[src/shared/clk_edge_pkg.sv]
// Purpose: Shared constants for the port clock block falling-edge control
// Assumes: APB slave, 32-bit data, pclk at 25 MHz
// Notes:   Offsets are byte addresses of aligned words
package clk_edge_pkg;

   localparam int unsigned DELAY_W   = 10;     // Holds 0..512
   localparam int unsigned PORT_ID_W = 5;      // Port selector width
   localparam int unsigned WIDTH_W   = 6;      // Port width code width

   // Register offsets
   localparam logic [7:0] OFF_CTRL   = 8'h00;  // Write: on/off command
   localparam logic [7:0] OFF_FDLY   = 8'h04;  // Falling-edge delay
   localparam logic [7:0] OFF_RDY    = 8'h08;  // Ready-in port select
   localparam logic [7:0] OFF_STATUS = 8'h0c;  // Sticky events, read clears
   localparam logic [7:0] OFF_MASK   = 8'h10;  // Interrupt mask
   localparam logic [7:0] OFF_STATE  = 8'h14;  // Live state

   // Control register bits
   localparam int unsigned CTRL_ON_BIT  = 0;
   localparam int unsigned CTRL_OFF_BIT = 1;

   // Ready-in select fields
   localparam int unsigned RDY_EN_BIT   = 31;
   localparam int unsigned RDY_WID_LSB  = 8;

   // Status bits
   localparam int unsigned EV_W          = 3;
   localparam int unsigned EV_WIDTH_EXC  = 0;  // Ready source not 1-bit
   localparam int unsigned EV_OFF_EXC    = 1;  // Use while switched off
   localparam int unsigned EV_RANGE_EXC  = 2;  // Delay out of range

   // Defaults
   localparam logic [DELAY_W-1:0] FDLY_DEFAULT = 10'h000;
   localparam logic [DELAY_W-1:0] FDLY_MAX     = 10'h200;  // 512 cycles
   localparam logic [WIDTH_W-1:0] ONE_BIT_PORT = 6'h01;

   typedef enum logic [1:0] {
      ST_OFF  = 2'b00,
      ST_IDLE = 2'b01,
      ST_WAIT = 2'b11
   } edge_state_t;

endpackage : clk_edge_pkg

[src/logic/fall_edge_delay.sv]
// Purpose: Delays each falling edge of the source clock by a cycle count
// Assumes: src_clk is a level sampled on pclk
// Notes:   A rise does not cancel a pending fall; a new fall restarts the
//          count, so a delay longer than the period lets no edge through
`timescale 1ns/1ps
module fall_edge_delay
   import clk_edge_pkg::*;
#(
   parameter int unsigned W = DELAY_W
) (
   input  wire logic         pclk,
   input  wire logic         presetn,
   input  wire logic         enable,
   input  wire logic         src_clk,
   input  wire logic [W-1:0] delay,
   output logic              fall_pulse
);

   edge_state_t state_reg;
   edge_state_t state_next;
   logic [W-1:0] cnt_reg;
   logic [W-1:0] cnt_next;
   logic         prev_reg;
   logic         prev_next;
   logic         fall_reg;
   logic         fall_next;

   // Own counter per edge, independent of the rising side
   always_comb begin
      state_next = state_reg;
      cnt_next   = cnt_reg;
      prev_next  = src_clk;
      fall_next  = 1'b0;
      case (state_reg)
         ST_OFF: begin
            if (enable) begin
               state_next = ST_IDLE;
            end
         end
         ST_IDLE: begin
            if (prev_reg && !src_clk) begin
               if (delay == '0) begin
                  fall_next = 1'b1;
               end else begin
                  cnt_next   = delay;
                  state_next = ST_WAIT;
               end
            end
         end
         ST_WAIT: begin
            // RULE4: newer fall restarts count; delay past the period drops all
            if (prev_reg && !src_clk) begin
               if (delay == '0) begin
                  fall_next  = 1'b1;
                  state_next = ST_IDLE;
               end else begin
                  cnt_next = delay;
               end
            end else if (cnt_reg == W'(1)) begin
               fall_next  = 1'b1;
               state_next = ST_IDLE;
            end else begin
               cnt_next = cnt_reg - W'(1);
            end
         end
         default: state_next = ST_OFF;
      endcase
      if (!enable) begin
         state_next = ST_OFF;
         fall_next  = 1'b0;
      end
   end

   // Registers only
   always_ff @(posedge pclk or negedge presetn) begin
      if (!presetn) begin
         state_reg <= ST_OFF;
         cnt_reg   <= '0;
         prev_reg  <= 1'b0;
         fall_reg  <= 1'b0;
      end else begin
         state_reg <= state_next;
         cnt_reg   <= cnt_next;
         prev_reg  <= prev_next;
         fall_reg  <= fall_next;
      end
   end

   assign fall_pulse = fall_reg;

endmodule : fall_edge_delay

[src/logic/port_clock_block_edge_ctrl.sv]
// Purpose: Port clock block with falling-edge delay and ready-in selection
// Assumes: APB slave on pclk; source clock and port lines synchronous
// Notes:   Exceptions become sticky status bits and the irq output
// Notes on behaviour
// RULE1: Each falling edge reaches ports only after the programmed cycle delay.
// RULE2: Default falling-edge delay is zero cycles.
// RULE3: Delay range is 0 to 512 cycles inclusive.
// RULE4: Delay longer than the clock period lets no falling edge through.
// RULE5: Ready source that is not 1-bit raises an exception.
// RULE6: Selected ready-in gates when ports sample data.
// RULE7: Software should prefer combined port setup helpers over ready source alone.
// RULE8: Switching on loads all configuration defaults.
// RULE9: Switching on while running resets configuration to defaults.
// RULE10: Switching off while off does nothing.
// RULE11: Using the block while off raises an exception.
// RULE12: Falling delay has its own counter, independent of rising delay.
`timescale 1ns/1ps
module port_clock_block_edge_ctrl
   import clk_edge_pkg::*;
#(
   parameter int unsigned NPORTS = 1 << PORT_ID_W
) (
   input  wire logic                 pclk,
   input  wire logic                 presetn,
   input  wire logic                 psel,
   input  wire logic                 penable,
   input  wire logic                 pwrite,
   input  wire logic [7:0]           paddr,
   input  wire logic [31:0]          pwdata,
   output logic [31:0]               prdata,
   output logic                      pready,
   output logic                      pslverr,
   input  wire logic                 src_clk,
   input  wire logic [NPORTS-1:0]    port_lines,
   output logic                      port_fall,
   output logic                      port_rise,
   output logic                      sample_en,
   output logic                      running,
   output logic                      irq
);

   logic                 on_reg;
   logic                 on_next;
   logic [DELAY_W-1:0]   fdly_reg;
   logic [DELAY_W-1:0]   fdly_next;
   logic                 rdy_en_reg;
   logic                 rdy_en_next;
   logic [PORT_ID_W-1:0] rdy_id_reg;
   logic [PORT_ID_W-1:0] rdy_id_next;
   logic [EV_W-1:0]      mask_reg;
   logic [EV_W-1:0]      mask_next;
   logic [31:0]          rdata_reg;
   logic [31:0]          rdata_next;
   logic                 rise_reg;
   logic                 rise_next;
   logic                 prev_clk_reg;
   logic                 samp_reg;
   logic                 samp_next;
   logic [EV_W-1:0]      events;
   logic [EV_W-1:0]      status;
   logic                 status_clear;
   logic                 fall_pulse;
   logic                 acc;
   logic                 wr;
   logic                 rd;
   logic                 use_attempt;
   logic                 known_addr;

   // Single-cycle access phase, zero wait states
   assign acc     = psel & penable;
   assign wr      = acc & pwrite;
   assign rd      = acc & ~pwrite;
   assign pready  = 1'b1;

   always_comb begin
      case (paddr)
         OFF_CTRL, OFF_FDLY, OFF_RDY, OFF_STATUS, OFF_MASK, OFF_STATE: known_addr = 1'b1;
         default: known_addr = 1'b0;
      endcase
   end

   // Unmapped addresses answer with an error
   assign pslverr = acc & ~known_addr;

   // Configuration writes are "use"; on/off and status/mask are always allowed
   assign use_attempt = wr & ((paddr == OFF_FDLY) | (paddr == OFF_RDY));

   // Configuration next-state
   always_comb begin
      on_next     = on_reg;
      fdly_next   = fdly_reg;
      rdy_en_next = rdy_en_reg;
      rdy_id_next = rdy_id_reg;
      mask_next   = mask_reg;
      events      = '0;
      if (wr && paddr == OFF_CTRL) begin
         if (pwdata[CTRL_ON_BIT]) begin
            // RULE8: defaults on switch-on
            // RULE9: re-on also resets
            on_next     = 1'b1;
            fdly_next   = FDLY_DEFAULT;
            rdy_en_next = 1'b0;
            rdy_id_next = '0;
         end else if (pwdata[CTRL_OFF_BIT]) begin
            // RULE10: off when off is a no-op
            on_next = 1'b0;
         end
      end
      // RULE11: use while off excepts
      if (use_attempt && !on_reg) begin
         events[EV_OFF_EXC] = 1'b1;
      end else if (wr && paddr == OFF_FDLY) begin
         // RULE3: keep within 0..512
         if (pwdata[DELAY_W-1:0] > FDLY_MAX || |pwdata[31:DELAY_W]) begin
            events[EV_RANGE_EXC] = 1'b1;
         end else begin
            fdly_next = pwdata[DELAY_W-1:0];
         end
      end else if (wr && paddr == OFF_RDY) begin
         // RULE5: only 1-bit ports accepted
         if (pwdata[RDY_WID_LSB +: WIDTH_W] != ONE_BIT_PORT) begin
            events[EV_WIDTH_EXC] = 1'b1;
         end else begin
            rdy_en_next = pwdata[RDY_EN_BIT];
            rdy_id_next = pwdata[PORT_ID_W-1:0];
         end
      end
      if (wr && paddr == OFF_MASK) begin
         mask_next = pwdata[EV_W-1:0];
      end
   end

   always_ff @(posedge pclk or negedge presetn) begin
      if (!presetn) begin
         on_reg     <= 1'b0;
         // RULE2: zero delay default
         fdly_reg   <= FDLY_DEFAULT;
         rdy_en_reg <= 1'b0;
         rdy_id_reg <= '0;
         mask_reg   <= '0;
      end else begin
         on_reg     <= on_next;
         fdly_reg   <= fdly_next;
         rdy_en_reg <= rdy_en_next;
         rdy_id_reg <= rdy_id_next;
         mask_reg   <= mask_next;
      end
   end

   // RULE1: delayed falling edge
   // RULE12: separate fall counter
   fall_edge_delay #(
      .W (DELAY_W)
   ) u_fall (
      .pclk       (pclk),
      .presetn    (presetn),
      .enable     (on_reg),
      .src_clk    (src_clk),
      .delay      (fdly_reg),
      .fall_pulse (fall_pulse)
   );

   // Rising edge passes undelayed; its delay lives elsewhere
   // RULE6: ready-in qualifies sampling
   always_comb begin
      rise_next = on_reg & src_clk & ~prev_clk_reg;
      samp_next = rise_next & (~rdy_en_reg | port_lines[rdy_id_reg]);
   end

   always_ff @(posedge pclk or negedge presetn) begin
      if (!presetn) begin
         prev_clk_reg <= 1'b0;
         rise_reg     <= 1'b0;
         samp_reg     <= 1'b0;
      end else begin
         prev_clk_reg <= src_clk;
         rise_reg     <= rise_next;
         samp_reg     <= samp_next;
      end
   end

   assign port_fall = fall_pulse;
   assign port_rise = rise_reg;
   assign sample_en = samp_reg;
   assign running   = on_reg;

   // Status read clears it
   assign status_clear = rd & (paddr == OFF_STATUS);

   sticky_status #(
      .N (EV_W)
   ) u_stat (
      .pclk     (pclk),
      .presetn  (presetn),
      .event_in (events),
      .clear    (status_clear),
      .mask     (mask_reg),
      .status   (status),
      .irq      (irq)
   );

   // Read data registered at setup so it is stable in the access phase
   always_comb begin
      rdata_next = rdata_reg;
      if (psel && !penable && !pwrite) begin
         case (paddr)
            OFF_FDLY:   rdata_next = {{(32-DELAY_W){1'b0}}, fdly_reg};
            OFF_RDY:    rdata_next = {rdy_en_reg, {(30-RDY_WID_LSB-WIDTH_W+1){1'b0}},
                                      ONE_BIT_PORT, {(RDY_WID_LSB-PORT_ID_W){1'b0}},
                                      rdy_id_reg};
            OFF_STATUS: rdata_next = {{(32-EV_W){1'b0}}, status};
            OFF_MASK:   rdata_next = {{(32-EV_W){1'b0}}, mask_reg};
            OFF_STATE:  rdata_next = {29'h0000000, src_clk, irq, on_reg};
            default:    rdata_next = 32'h00000000;
         endcase
      end
   end

   always_ff @(posedge pclk or negedge presetn) begin
      if (!presetn) begin
         rdata_reg <= 32'h00000000;
      end else begin
         rdata_reg <= rdata_next;
      end
   end

   assign prdata = rdata_reg;

endmodule : port_clock_block_edge_ctrl

[src/logic/sticky_status.sv]
// Purpose: Sticky event bits with mask and read-to-clear
// Assumes: Events are one-cycle pulses
// Notes:   A new event in the clearing cycle stays set
`timescale 1ns/1ps
module sticky_status #(
   parameter int unsigned N = 3
) (
   input  wire logic         pclk,
   input  wire logic         presetn,
   input  wire logic [N-1:0] event_in,
   input  wire logic         clear,
   input  wire logic [N-1:0] mask,
   output logic [N-1:0]      status,
   output logic              irq
);

   logic [N-1:0] stat_reg;
   logic [N-1:0] stat_next;

   // Per-bit set-over-clear
   generate
      for (genvar i = 0; i < N; i++) begin : g_bit
         always_comb begin
            stat_next[i] = event_in[i] | (stat_reg[i] & ~clear);
         end
      end
   endgenerate

   always_ff @(posedge pclk or negedge presetn) begin
      if (!presetn) begin
         stat_reg <= '0;
      end else begin
         stat_reg <= stat_next;
      end
   end

   assign status = stat_reg;
   assign irq    = |(stat_reg & mask);

endmodule : sticky_status

[config.mk]
export PLATFORM = sky130hd
export DESIGN_NAME = port_clock_block_edge_ctrl
export DESIGN_NICKNAME = d
export VERILOG_FILES = /design/src/shared/clk_edge_pkg.sv /design/src/logic/fall_edge_delay.sv /design/src/logic/port_clock_block_edge_ctrl.sv /design/src/logic/sticky_status.sv
export SDC_FILE = /design/constraint.sdc
export NUM_CORES = 1
export LEC_CHECK = 0
export BUFFER_PORTS_ARGS = -buffer_cell sky130_fd_sc_hd__buf_2
export CAP_MARGIN = 40
export CORE_MARGIN = 8
export CORE_UTILIZATION = 55
export DETAILED_ROUTE_END_ITERATION = 16
export GPL_ROUTABILITY_DRIVEN = 0
export MAX_ROUTING_LAYER = met4
export PLACE_DENSITY = 0.92
export SLEW_MARGIN = 20
export SYNTH_ARGS = -nofsm -noshare
export SYNTH_HDL_FRONTEND = slang
export SYNTH_HIERARCHICAL = 1
export SYNTH_SLANG_ARGS = --single-unit
export TNS_END_PERCENT = 1
[constraint.sdc]
create_clock -name pclk -period 4.2 [get_ports pclk]
set_input_delay 0.42 -clock pclk [delete_from_list [all_inputs] [get_ports pclk]]
set_output_delay 0.42 -clock pclk [all_outputs]
set_load 0.02 [all_outputs]
; After elaboration in Yosys (flattened, before gate mapping)
; Cells that the tools add are included.
[word_totals]
output_inout_bits = 39
regBits = 71
input_bits = 78
[classes]
addsub = 1
n_eq_ne = 15
n_bitwise = 23
reduce_logical = 24
muxes = 49
order_cmp = 2
[op_table]
columns = operator, count
row1 = $pmux W32 S5, 1
row2 = $mux W10, 9
row3 = $mux W5, 6
row4 = $mux W1, 23
row5 = $reduce_or A22 Y1, 1
row6 = $pmux W10 S2, 1
row7 = $eq A8 B4 Y1 const B, 2
row8 = $eq A8 B5 Y1 const B, 2
row9 = $and A1 B1 Y1, 12
row10 = $mux W2, 6
row11 = $eq A10 B1 Y1 const B, 1
row12 = $gt A10 B10 Y1 const B, 1
row13 = $logic_not A10 Y1, 1
row14 = $sub A10 B1 Y10 const B, 1
row15 = $eq A8 B3 Y1 const B, 1
row16 = $logic_and A1 B1 Y1, 8
row17 = $logic_not A8 Y1, 1
row18 = $lt A5 B6 Y1 const B, 1
row19 = $ne A3 B2 Y1 const B, 2
row20 = $ne A6 B1 Y1 const B, 1
row21 = $pmux W2 S3, 1
row22 = $reduce_or A6 Y1, 1
row23 = $bmux W1 S5, 1
row24 = $not A1 Y1, 5
row25 = other kinds (17), 25

; Depth between registers and ports, before layout
; Gate-level depths: netlist (run 1).
[logic_depth]
ltp_word = 8
mapped_depth = 7
depth_no_buf = 6

; Hierarchy
; The synthesis (run 1) kept the hierarchy.
[modules_own_cells]
columns = mod, area_each_um2, cells_per_inst, n_inst
row1 = port_clock_block_edge_ctrl, 2235.9, 225, 1
row2 = fall_edge_delay, 998.5, 105, 1
row3 = sticky_status, 116.4, 9, 1

; Least setup slack after synthesis (run 1)
; OpenSTA, ideal clock, no wires.
[synth_timing]
path_type = register to register
startpoint = register u_fall.cnt_reg[1]
endpoint = register u_fall.cnt_reg[3]
arrival_ns = 1.698
path_stages_with_launch = 8
synth_period_minus_slack_ns = 1.832
path_slack_ns = 2.368
required_time_ns = 4.066
path_buffers = 1
cell_sequence = dfrtp_1 > inv_1 > ha_1 > or4b_1 > nor4_4 > or2_1 > buf_6 > o211ai_2
[synth_via]
elab_chain_len = 4
[synth_lines]
columns = element, line_no
row1 = start: declaration, fall_edge_delay.sv:21  ; logic [W-1:0] cnt_reg;
row2 = start signal: assignment, fall_edge_delay.sv:83  ; cnt_reg <= cnt_next;
row3 = $sub A10 B1 Y10, fall_edge_delay.sv:63  ; cnt_next = cnt_reg - W'(1);
row4 = $mux W10, fall_edge_delay.sv:59  ; end else if (cnt_reg == W'(1)) begin
row5 = $mux W10, fall_edge_delay.sv:52  ; if (prev_reg && !src_clk) begin
row6 = $pmux W10 S2, fall_edge_delay.sv:34  ; case (state_reg)
; Parallel ways exist; a longest one is shown, timed or not. The select of a mux whose other input is x is not followed.
; A chain may end at the register's enable or synchronous reset.

; Worst setup path in the final report (run 1)
[layout_timing]
startpoint = register u_fall.cnt_reg[1]
endpoint = register u_fall.cnt_reg[6]
; Same word-level chain as after synthesis.

==> results of run 1 <==
==> layout by cell type (no fill, tap or decap), types with 8 or more instances in the layout <==
master and count:
buf_2 94, dfrtp_1 51, o21ai_0 32, nand2_1 29, mux2i_1 24, conb_1 22, inv_1 18, nor3_1 10
nor2_1 10, nand3_1 8, mux4_2 8
==> power groups by stage <==
| stage | registers [mW] | clock network (mW) | logic [mW] |
|---|---|---|---|
| after floorplan | 0.505 | 0 | 0.0701 |
| after global placement | 0.505 | 0 | 0.106 |
| after detailed placement | 0.505 | 0 | 0.112 |
| after CTS | 0.495 | 0.294 | 0.113 |
| after global routing | 0.496 | 0.311 | 0.124 |
| final | 0.495 | 0.289 | 0.113 |
==> metrics by stage <==
step / cells / power, mW
after global placement: 490 / 0.611
after CTS: 499 / 0.902
after detailed placement: 492 / 0.617
after global routing: 499 / 0.931
final: 499 / 0.897
after floorplan: 359 / 0.575
==> worst min path at each step <==
stage            startpoint                 to  slack (ns)  cells past startpoint
6_report            presetn  u_fall/cnt_reg[8]        0.04                      1
4_1_cts             presetn  u_fall/cnt_reg[8]        0.05                      1
2_1_floorplan       presetn        fdly_reg[0]        0.12                      0
3_3_place_gp   prev_clk_reg          port_rise        0.42                      1
5_1_grt             presetn  u_fall/cnt_reg[8]        0.06                      1
3_5_place_dp        presetn  u_fall/cnt_reg[8]        0.38                      1
==> per-layer routing <==
| metal | track usage, % | vias up | share of wire (%) |
|---|---|---|---|
| li1 | - | 1390 | - |
| met1 | 23.5 | 1456 | 40 |
| met2 | 36.2 | 116 | 53 |
| met3 | 3.04 | 21 | 4.3 |
| met4 | 6.61 | 0 | 2.1 |
| met5 | - | - | 0 |
==> layout make-up <==
| cell class | instances | area share, % |
|---|---|---|
| flip-flops and latches | 51 | 33.2 |
| repair buffers | 96 | 13.0 |
| multi-input cells | 252 | 47.4 |
| well taps | 75 | 2.44 |
| clock inverters | 1 | 0.130 |
| inverters | 18 | 1.76 |
| clock buffers | 6 | 2.15 |
==> Yosys cell counts (3+ instances only) <==
cell | instances | share of area, %
a21oi_1 | 7 | 1.0
a22oi_1 | 5 | 1.1
a32oi_1 | 3 | 0.78
and3_1 | 3 | 0.56
buf_2 | 4 | 0.60
buf_4 | 24 | 5.4
buf_6 | 3 | 1.0
clkbuf_1 | 7 | 0.78
dfrtp_1 | 51 | 38
inv_1 | 18 | 2.0
mux2_2 | 7 | 2.4
mux2i_1 | 24 | 7.2
mux4_2 | 8 | 5.4
nand2_1 | 29 | 3.2
nand3_1 | 8 | 1.2
nand4b_1 | 3 | 0.78
nor2_1 | 10 | 1.1
nor2b_1 | 3 | 0.56
nor3_1 | 10 | 1.5
nor3_2 | 3 | 0.90
nor3b_1 | 3 | 0.67
nor4_1 | 6 | 1.1
o211ai_2 | 5 | 1.9
o21ai_0 | 32 | 4.8
o221ai_1 | 5 | 1.3
o22a_2 | 3 | 0.90
or3_1 | 3 | 0.56
or4_1 | 4 | 0.90
==> logic make-up (layout without fill, tap and decap cells) <==
logic type | after synthesis | count (layout) | share of synthesized area [%]
and+or+nand+nor | 107 | 107 | 18.9
DFF | 51 | 51 | 38.1
buffers and inverters | 56 | 121 | 9.78
other | 2 | 22 | 0.224
muxes | 39 | 39 | 14.9
AOI/OAI and AO/OA | 82 | 82 | 17.4
adders and majority gates | 2 | 2 | 0.747
==> reports/metrics.yaml, run 1 <==
run_status:
  status: "completed"
sta:
  relSlewSlack_pct: 48.0
  setup_viol: 0
  post-route-min-period_ns: 2.17
  hold_ws_ns: 0.0360
  fin_tns_setup_ns: 0
  hold_viol: 0
  slew_violations: 0
  rsz0062_at_grt: "no"
  fmax_mhz: 462
  finClkSkew_ns: 0.00683
  worst_pin_slew_ns: 0.778
  fin_ws_ns: 2.03
  fin_crit_sh_pct: 51.6
cts:
  root_buffer: "clkbuf_8"
  cts.sinks: 51
  cts_resized: 0
  clk_latency_ns: 0.31
  clk_pin_slew_ns: 0.09
  cts_tree: "built"
  htreeDepth: 2
  cts_buffers: 5
  postCtsSetupBuffers: 0
  clk_path_buf_depth: 2
  cts_hold_buf: 0
floorplan:
  initial_core_util_pct: 56.6
  fp.dieArea_sq_um: 8850
  die_w_microns: 94.1
  coreArea_sq_um: 5920
  die_h_microns: 94.1
  rows: 28
  io-pin-count: 117
setup_path:
  critPathBufInv: 1
  crit_required_ns: 4.39
  reg2reg_from: "u_fall/cnt_reg[1]"
  rr_endpoint: "u_fall/cnt_reg[6]"
  critPathSlowestCell: "or4b_1"
  critical_path.startpoint: "u_fall/cnt_reg[1]"
  crit_chain: "inv_1, ha_1, or4b_1, nor4_4, or2_1, o211ai_2"
  reg2reg_slack_ns: 2.03
  crit_arrival_ns: 2.35
  crit_end: "u_fall/cnt_reg[6]"
  path_class: "register to register"
  reg2reg_depth: 6
  cpPeakStageDelay_ns: 0.53
  cp-end-kind: "register"
  worstSetupStartpointType: "register"
  critical_path_depth: 6
  cp_top_family: "simple AND/OR/NAND/NOR gates"
  path_max_fanout: 7
final_layout:
  fin_util_pct: 64.9
  regArea_sq_um: 1280
  multi_input_area_sq_um: 1820
  largest_reg_flops: 11
  fill_cells: 483
  drive_above_1_share_pct: 33.7
  final_nets: 504
  design_area_sq_um: 3840
  synthToLayoutAreaGrowth_pct: 14.7
  antennaDiodeCount: 0
power:
  seq_power_share_pct: 55.2
  p_sw_share_pct: 25.6
  intPower_mw: 0.667
  ir_drop_uv: 177
  power.switching_mw: 0.230
  p_leak_nw: 1.92
  comb_power_share_pct: 12.6
  clkPwrFrac_pct: 32.2
  power.density_nw_per_um2: 233
detailed_routing:
  vias: 2983
  via_per_inst: 5.98
  drc: 0
  routed_wl_microns: 8950
  ant_nets: 0
  drt_first_iter_violations: 261
  wl_per_cell_microns: 17.9
  dr.pass1.iters: 4
run:
  cap_viol_max_count: 0
global_routing:
  grt_antenna_before_repair: 0
  grt_max_degree: 35
  grt_first_pass_wirelength_microns: 14300
  grtUsageTotal_pct: 20.6
  globalRouteOverflowTotal: 0
  grt_pass1_vias: 3058
logic_synthesis:
  syn_area_sq_um: 3350
  synthFlopType: "dfrtp_1"
  synthArstFlopShare_pct: 100
  ys_seq_area_share_pct: 38.1
  yosysWarnings: 6
  synth-seq-cells: 51
  synth_area_per_cell_sq_um: 9.88
  synth_edf_count: 0
  synthCells: 339
  synth_cell_types: 65
placed_design:
  port_buffers: 94
  placed_area_sq_um: 3760
  pre_cts_slack_ns: 1.81
  hpwlAfterDp_microns: 7190
worst_hold_path:
  hold_class: "input pin to asynchronous set/reset pin"
No activity file was read; power rests on OpenSTA's default activity.
==> run 2: changes to the inputs <==
CORE_UTILIZATION = 51   (was 55)
PLACE_DENSITY = 0.86   (was 0.92)
clock period = 2.2 ns   (was 4.2 ns; I/O delays follow)
==> run 2 against run 1 <==
Net effect: clock power increased by 99%; setup slack got worse by 1.8 ns; design area increased by 2.2%; critical path depth unchanged; sequential cell count unchanged; power increased by 94%; clock skew increased by 0.00065 ns; maximum frequency increased by 7.6%; routed wire length increased by 5.3%; critical endpoint is now u_fall/cnt_reg[4]; largest power group unchanged.
==> reports/metrics.yaml, run 2 (synthesis results as in run 1) <==
setup_path:
  crit_required_ns: 2.40  # -1.99 ns
  path_max_fanout: 4  # -3
  path_class: "register to register"
  cp-end-kind: "register"
  worstSetupStartpointType: "register"
  crit_arrival_ns: 2.21  # -0.14 ns
floorplan:
  die_h_microns: 97.1  # +3.2%
  coreArea_sq_um: 6350  # +7.2%
  fp.dieArea_sq_um: 9420  # +6.5%
  initial_core_util_pct: 52.8  # -3.8 points
  io-pin-count: 117  # unchanged
  die_w_microns: 97.1  # +3.2%
  rows: 29  # +3.6%
sta:
  fmax_mhz: 497  # +7.6%
  fin_crit_sh_pct: 91.4  # +40 points
  rsz0062_at_grt: "no"
  worst_pin_slew_ns: 0.657  # -0.121 ns
  fin_ws_ns: 0.189  # -1.85 ns
  hold_viol: 0  # unchanged
  post-route-min-period_ns: 2.01  # -0.154 ns
  finClkSkew_ns: 0.00748  # +0.000653 ns
  relSlewSlack_pct: 55.6  # +7.6 points
  setup_viol: 0  # unchanged
  hold_ws_ns: 0.0975  # +0.0615 ns
  fin_tns_setup_ns: 0  # unchanged
  slew_violations: 0  # unchanged
detailed_routing:
  drc: 0  # unchanged
  dr.pass1.iters: 5  # +1
  ant_nets: 0  # unchanged
  routed_wl_microns: 9430  # +5.3%
  wl_per_cell_microns: 18.4  # +2.4%
  vias: 3095  # +3.8%
  via_per_inst: 6.03  # +0.92%
  drt_first_iter_violations: 191  # -27%
cts:
  postCtsSetupBuffers: 0  # unchanged
  clk_latency_ns: 0.31  # about the same
  htreeDepth: 2  # unchanged
  cts.sinks: 51  # unchanged
  clk_pin_slew_ns: 0.10  # about the same
  cts_tree: "built"
  clk_path_buf_depth: 2  # unchanged
  cts_buffers: 5  # unchanged
  root_buffer: "clkbuf_8"
final_layout:
  final_common_cell: "buf_2"
  largest_reg_flops: 11  # unchanged
  mostFrequentLayoutCells: "buf_2, dfrtp_1, o21ai_0"
  fin_cells: 513  # +2.8%
  synthToLayoutAreaGrowth_pct: 17.3
  antennaDiodeCount: 0  # unchanged
  fin_util_pct: 61.9  # -3.0 points
  design_area_sq_um: 3930  # +2.2%
  drive_above_1_share_pct: 35.6  # +1.8 points
  final_nets: 515  # +2.2%
power:
  p_total_mw: 1.74  # +94%
  ir_drop_uv: 225  # +27%
  power.density_nw_per_um2: 444  # +90%
  p_leak_nw: 1.97  # +2.8%
global_routing:
  grt_first_pass_wirelength_microns: 15200  # +6.7%
  grt_max_degree: 29  # -17%
  grtUsageTotal_pct: 19.7  # -0.90 points
  grt_pass1_vias: 3257  # +6.5%
  grt_antenna_before_repair: 0  # unchanged
  globalRouteOverflowTotal: 0  # unchanged
placed_design:
  placed_area_sq_um: 3820  # +1.7%
  pre_cts_slack_ns: 0.122  # -1.69 ns
  numPlacedInstances: 504  # +2.4%
  port_buffers: 94  # unchanged
  hpwlAfterDp_microns: 7640  # +6.3%
worst_hold_path:
  hold_class: "input pin to register"
run:
  cap_viol_max_count: 0  # unchanged
run_status:
  status: "completed"
==> run 2: final timing paths <==
path,start,end,slack (ns),cells after the start
min in group asynchronous,presetn,prdata[31],0.45,2
worst min register to register,prev_clk_reg,port_rise,0.46,1
max in group asynchronous,presetn,sample_en,1.12,3
worst min-delay path,src_clk,prev_clk_reg,0.1,1
worst max register to register,u_fall/cnt_reg[1],u_fall/cnt_reg[4],0.19,6
worst max-delay path,u_fall/cnt_reg[1],u_fall/cnt_reg[4],0.19,6
==> run 2: critical path, stage by stage, from the launching register on <==
cell	delay (ns)
dfrtp_1	0.42
inv_1	0.11
ha_1	0.16
or4b_1	0.52
nor3_2	0.29
a211oi_1	0.13
a211o_1	0.28
==> run 2: cell type report <==
| type | instances | area, sq um |
|---|---|---|
| Clock buffer | 5 | 68.8 |
| Clock inverter | 3 | 26.3 |
| Fill cell | 501 | 2420 |
| Timing Repair Buffer | 107 | 571 |
| Tap cell | 77 | 96.3 |
| Inverter | 18 | 67.6 |
| Multi-Input combinational cell | 252 | 1820 |
| Sequential cell | 51 | 1280 |
==> run 2: routing by layer <==
layer | global-route usage (%) | vias to the layer above | share of wire, %
li1 | - | 1409 | -
met1 | 21.4 | 1519 | 39
met2 | 34.0 | 145 | 53
met3 | 3.98 | 22 | 5.1
met4 | 8.76 | 0 | 2.3
met5 | - | - | 0
==> run 2: power breakdown <==
part           switching [mW]  internal [mW]
combinational           0.134         0.0889
clock                   0.342          0.235
sequential            0.00414          0.942
total                   0.480           1.27
==> run 2: repair_timing <==
| item | 4_1_cts | 5_1_grt |
|---|---|---|
| gates resized for setup | 0 | 1 |
| endpoints found under the setup margin | 0 | 5 |
| hold endpoints to repair | 26 | 0 |
| hold buffers | 1 | 0 |
==> run 3: changes to the inputs <==
RECOVER_POWER = 25   (was default)
==> run 3 against run 2 <==
Net effect: core utilization is 0.099 points lower; maximum frequency down 0.66%; setup slack worse by 0.013 ns; die area did not move; critical endpoint unchanged; clock power is essentially flat; design area decreased by 0.16%; register-to-register slack barely moved.
==> reports/metrics.yaml, run 3 (synthesis results as in run 1) <==
sta:
  fin_tns_setup_ns: 0  # unchanged
  slew_violations: 0  # unchanged
  fmax_mhz: 494  # -0.66%
  rsz0062_at_grt: "no"
  post-route-min-period_ns: 2.02  # +0.0134 ns
  worst_pin_slew_ns: 1.46  # +0.805 ns
  fin_crit_sh_pct: 92.0  # +0.61 points
  fin_ws_ns: 0.175  # -0.0134 ns
  setup_viol: 0  # unchanged
  finClkSkew_ns: 0.00821  # +0.000726 ns
  hold_viol: 0  # unchanged
  relSlewSlack_pct: 2.54  # -53 points
setup_path:
  critPathSlowestCell: "or4b_1"
  worstSetupStartpointType: "register"
  crit_required_ns: 2.40  # about the same
  cpPeakStageDelay_ns: 0.52  # about the same
  crit_chain: "inv_1, ha_1, or4b_1, nor3_2, a211oi_1, a211o_1"
  path_class: "register to register"
  path_max_fanout: 4  # unchanged
  crit_arrival_ns: 2.23  # +0.02 ns
  cp-end-kind: "register"
final_layout:
  final_common_cell: "buf_2"
  final_nets: 515  # unchanged
  fill_cells: 504  # +0.60%
  fin_util_pct: 61.8  # -0.099 points
  regArea_sq_um: 1280  # unchanged
  multi_input_area_sq_um: 1820  # unchanged
  design_area_sq_um: 3920  # -0.16%
  largest_reg_flops: 11  # unchanged
  mostFrequentLayoutCells: "buf_2, dfrtp_1, o21ai_0"
  synthToLayoutAreaGrowth_pct: 17.1
  antennaDiodeCount: 0  # unchanged
  drive_above_1_share_pct: 34.9  # -0.69 points
cts:
  clk_path_buf_depth: 2  # unchanged
  clk_pin_slew_ns: 0.10  # about the same
  cts_tree: "built"
  clk_latency_ns: 0.31  # about the same
  cts.sinks: 51  # unchanged
  postCtsSetupBuffers: 0  # unchanged
  root_buffer: "clkbuf_8"
  htreeDepth: 2  # unchanged
  cts_buffers: 5  # unchanged
power:
  power.switching_mw: 0.481  # +0.32%
  p_sw_share_pct: 27.6  # +0.073 points
  p_total_mw: 1.75  # about the same
  power.density_nw_per_um2: 445  # +0.21%
  p_leak_nw: 1.96  # -0.50%
  seq_power_share_pct: 54.2  # about the same
  clkPwrFrac_pct: 33.1  # about the same
  intPower_mw: 1.26  # about the same
  ir_drop_uv: 225  # -0.19%
  comb_power_share_pct: 12.7  # about the same
worst_hold_path:
  hold_class: "input pin to register"
floorplan:
  io-pin-count: 117  # unchanged
  rows: 29  # unchanged
  die_h_microns: 97.1  # unchanged
  coreArea_sq_um: 6350  # unchanged
  fp.dieArea_sq_um: 9420  # unchanged
  initial_core_util_pct: 52.8  # unchanged
  die_w_microns: 97.1  # unchanged
run:
  cap_viol_max_count: 0  # unchanged
detailed_routing:
  routed_wl_microns: 9400  # -0.27%
  drc: 0  # unchanged
  wl_per_cell_microns: 18.3  # -0.27%
  via_per_inst: 5.99  # -0.68%
  dr.pass1.iters: 5  # unchanged
  vias: 3074  # -0.68%
  drt_first_iter_violations: 190  # -0.52%
  ant_nets: 0  # unchanged
global_routing:
  globalRouteOverflowTotal: 0  # unchanged
  grtUsageTotal_pct: 19.7  # unchanged
  grt_antenna_before_repair: 0  # unchanged
  grt_pass1_vias: 3257  # unchanged
  grt_max_degree: 29  # unchanged
  grt_first_pass_wirelength_microns: 15200  # unchanged
placed_design:
  pre_cts_slack_ns: 0.122  # unchanged
  hpwlAfterDp_microns: 7640  # unchanged
  placed_area_sq_um: 3820  # unchanged
  port_buffers: 94  # unchanged
run_status:
  status: "completed"
-- run 3: changes by cell type in the layout (fill, tap and decap cells not counted), sizes merged --
cell,change
buf,-3
clkbuf,+3
-- run 3: worst paths after layout --
| kind | cells past startpoint | endpoint | from | slack, ns |
|---|---|---|---|---|
| max | 6 | u_fall/cnt_reg[4] | u_fall/cnt_reg[1] | 0.18 |
| min | 1 | prev_clk_reg | src_clk | 0.13 |
| max reg2reg | 6 | u_fall/cnt_reg[4] | u_fall/cnt_reg[1] | 0.18 |
| min reg2reg | 1 | port_rise | prev_clk_reg | 0.46 |
| max in group asynchronous | 3 | u_fall/state_reg[1] | presetn | 0.50 |
| min in group asynchronous | 2 | prdata[31] | presetn | 0.78 |
-- run 3: cell type report --
cell class,instances,share of cell area [%]
timing repair buffer,107,14.4
inverter,18,1.72
tap,77,2.46
clock inverter,3,0.670
clock buffer,5,1.75
sequential,51,32.5
multi-input combinational,252,46.5
-- run 3: what timing repair did --
action | CTS | global route
hold buffers | 1 | 0
endpoints found under the hold margin | 26 | 0
gates resized for setup | 0 | 1
endpoints found under the setup margin | 0 | 5
-- run 3: metrics by stage --
stage	std cells	hold WS (ns)
after floorplan	359	-0.0756
after global placement	504	0.261
after detailed placement	504	0.262
after CTS	513	0.0884
after global routing	513	0.137
final	513	0.135
-- run 3: metal layers --
| metal | track usage (%) | up-vias | wire length, microns |
|---|---|---|---|
| met5 | - | - | 0 |
| met3 | 3.98 | 24 | 505 |
| met4 | 8.76 | 0 | 252 |
| li1 | - | 1409 | - |
| met1 | 21.4 | 1483 | 3650 |
| met2 | 34.0 | 158 | 4990 |
-- run 3: power groups by stage --
| stage | Clock [mW] | Combinational [mW] | Sequential [mW] |
|---|---|---|---|
| 3_5_place_dp | 0 | 0.220 | 0.964 |
| 4_1_cts | 0.584 | 0.221 | 0.946 |
| 5_1_grt | 0.619 | 0.244 | 0.947 |
| 6_report | 0.578 | 0.222 | 0.946 |
| 2_1_floorplan | 0 | 0.134 | 0.964 |
| 3_3_place_gp | 0 | 0.211 | 0.964 |
-- run 3: worst max-delay path, delay by kind of cell (launching register included) --
kind | cells | cell delay (ns)
fa+ha+maj | 1 | 0.16
buf+inv | 1 | 0.11
flops | 1 | 0.42
compound gates | 2 | 0.41
simple gates | 2 | 0.82
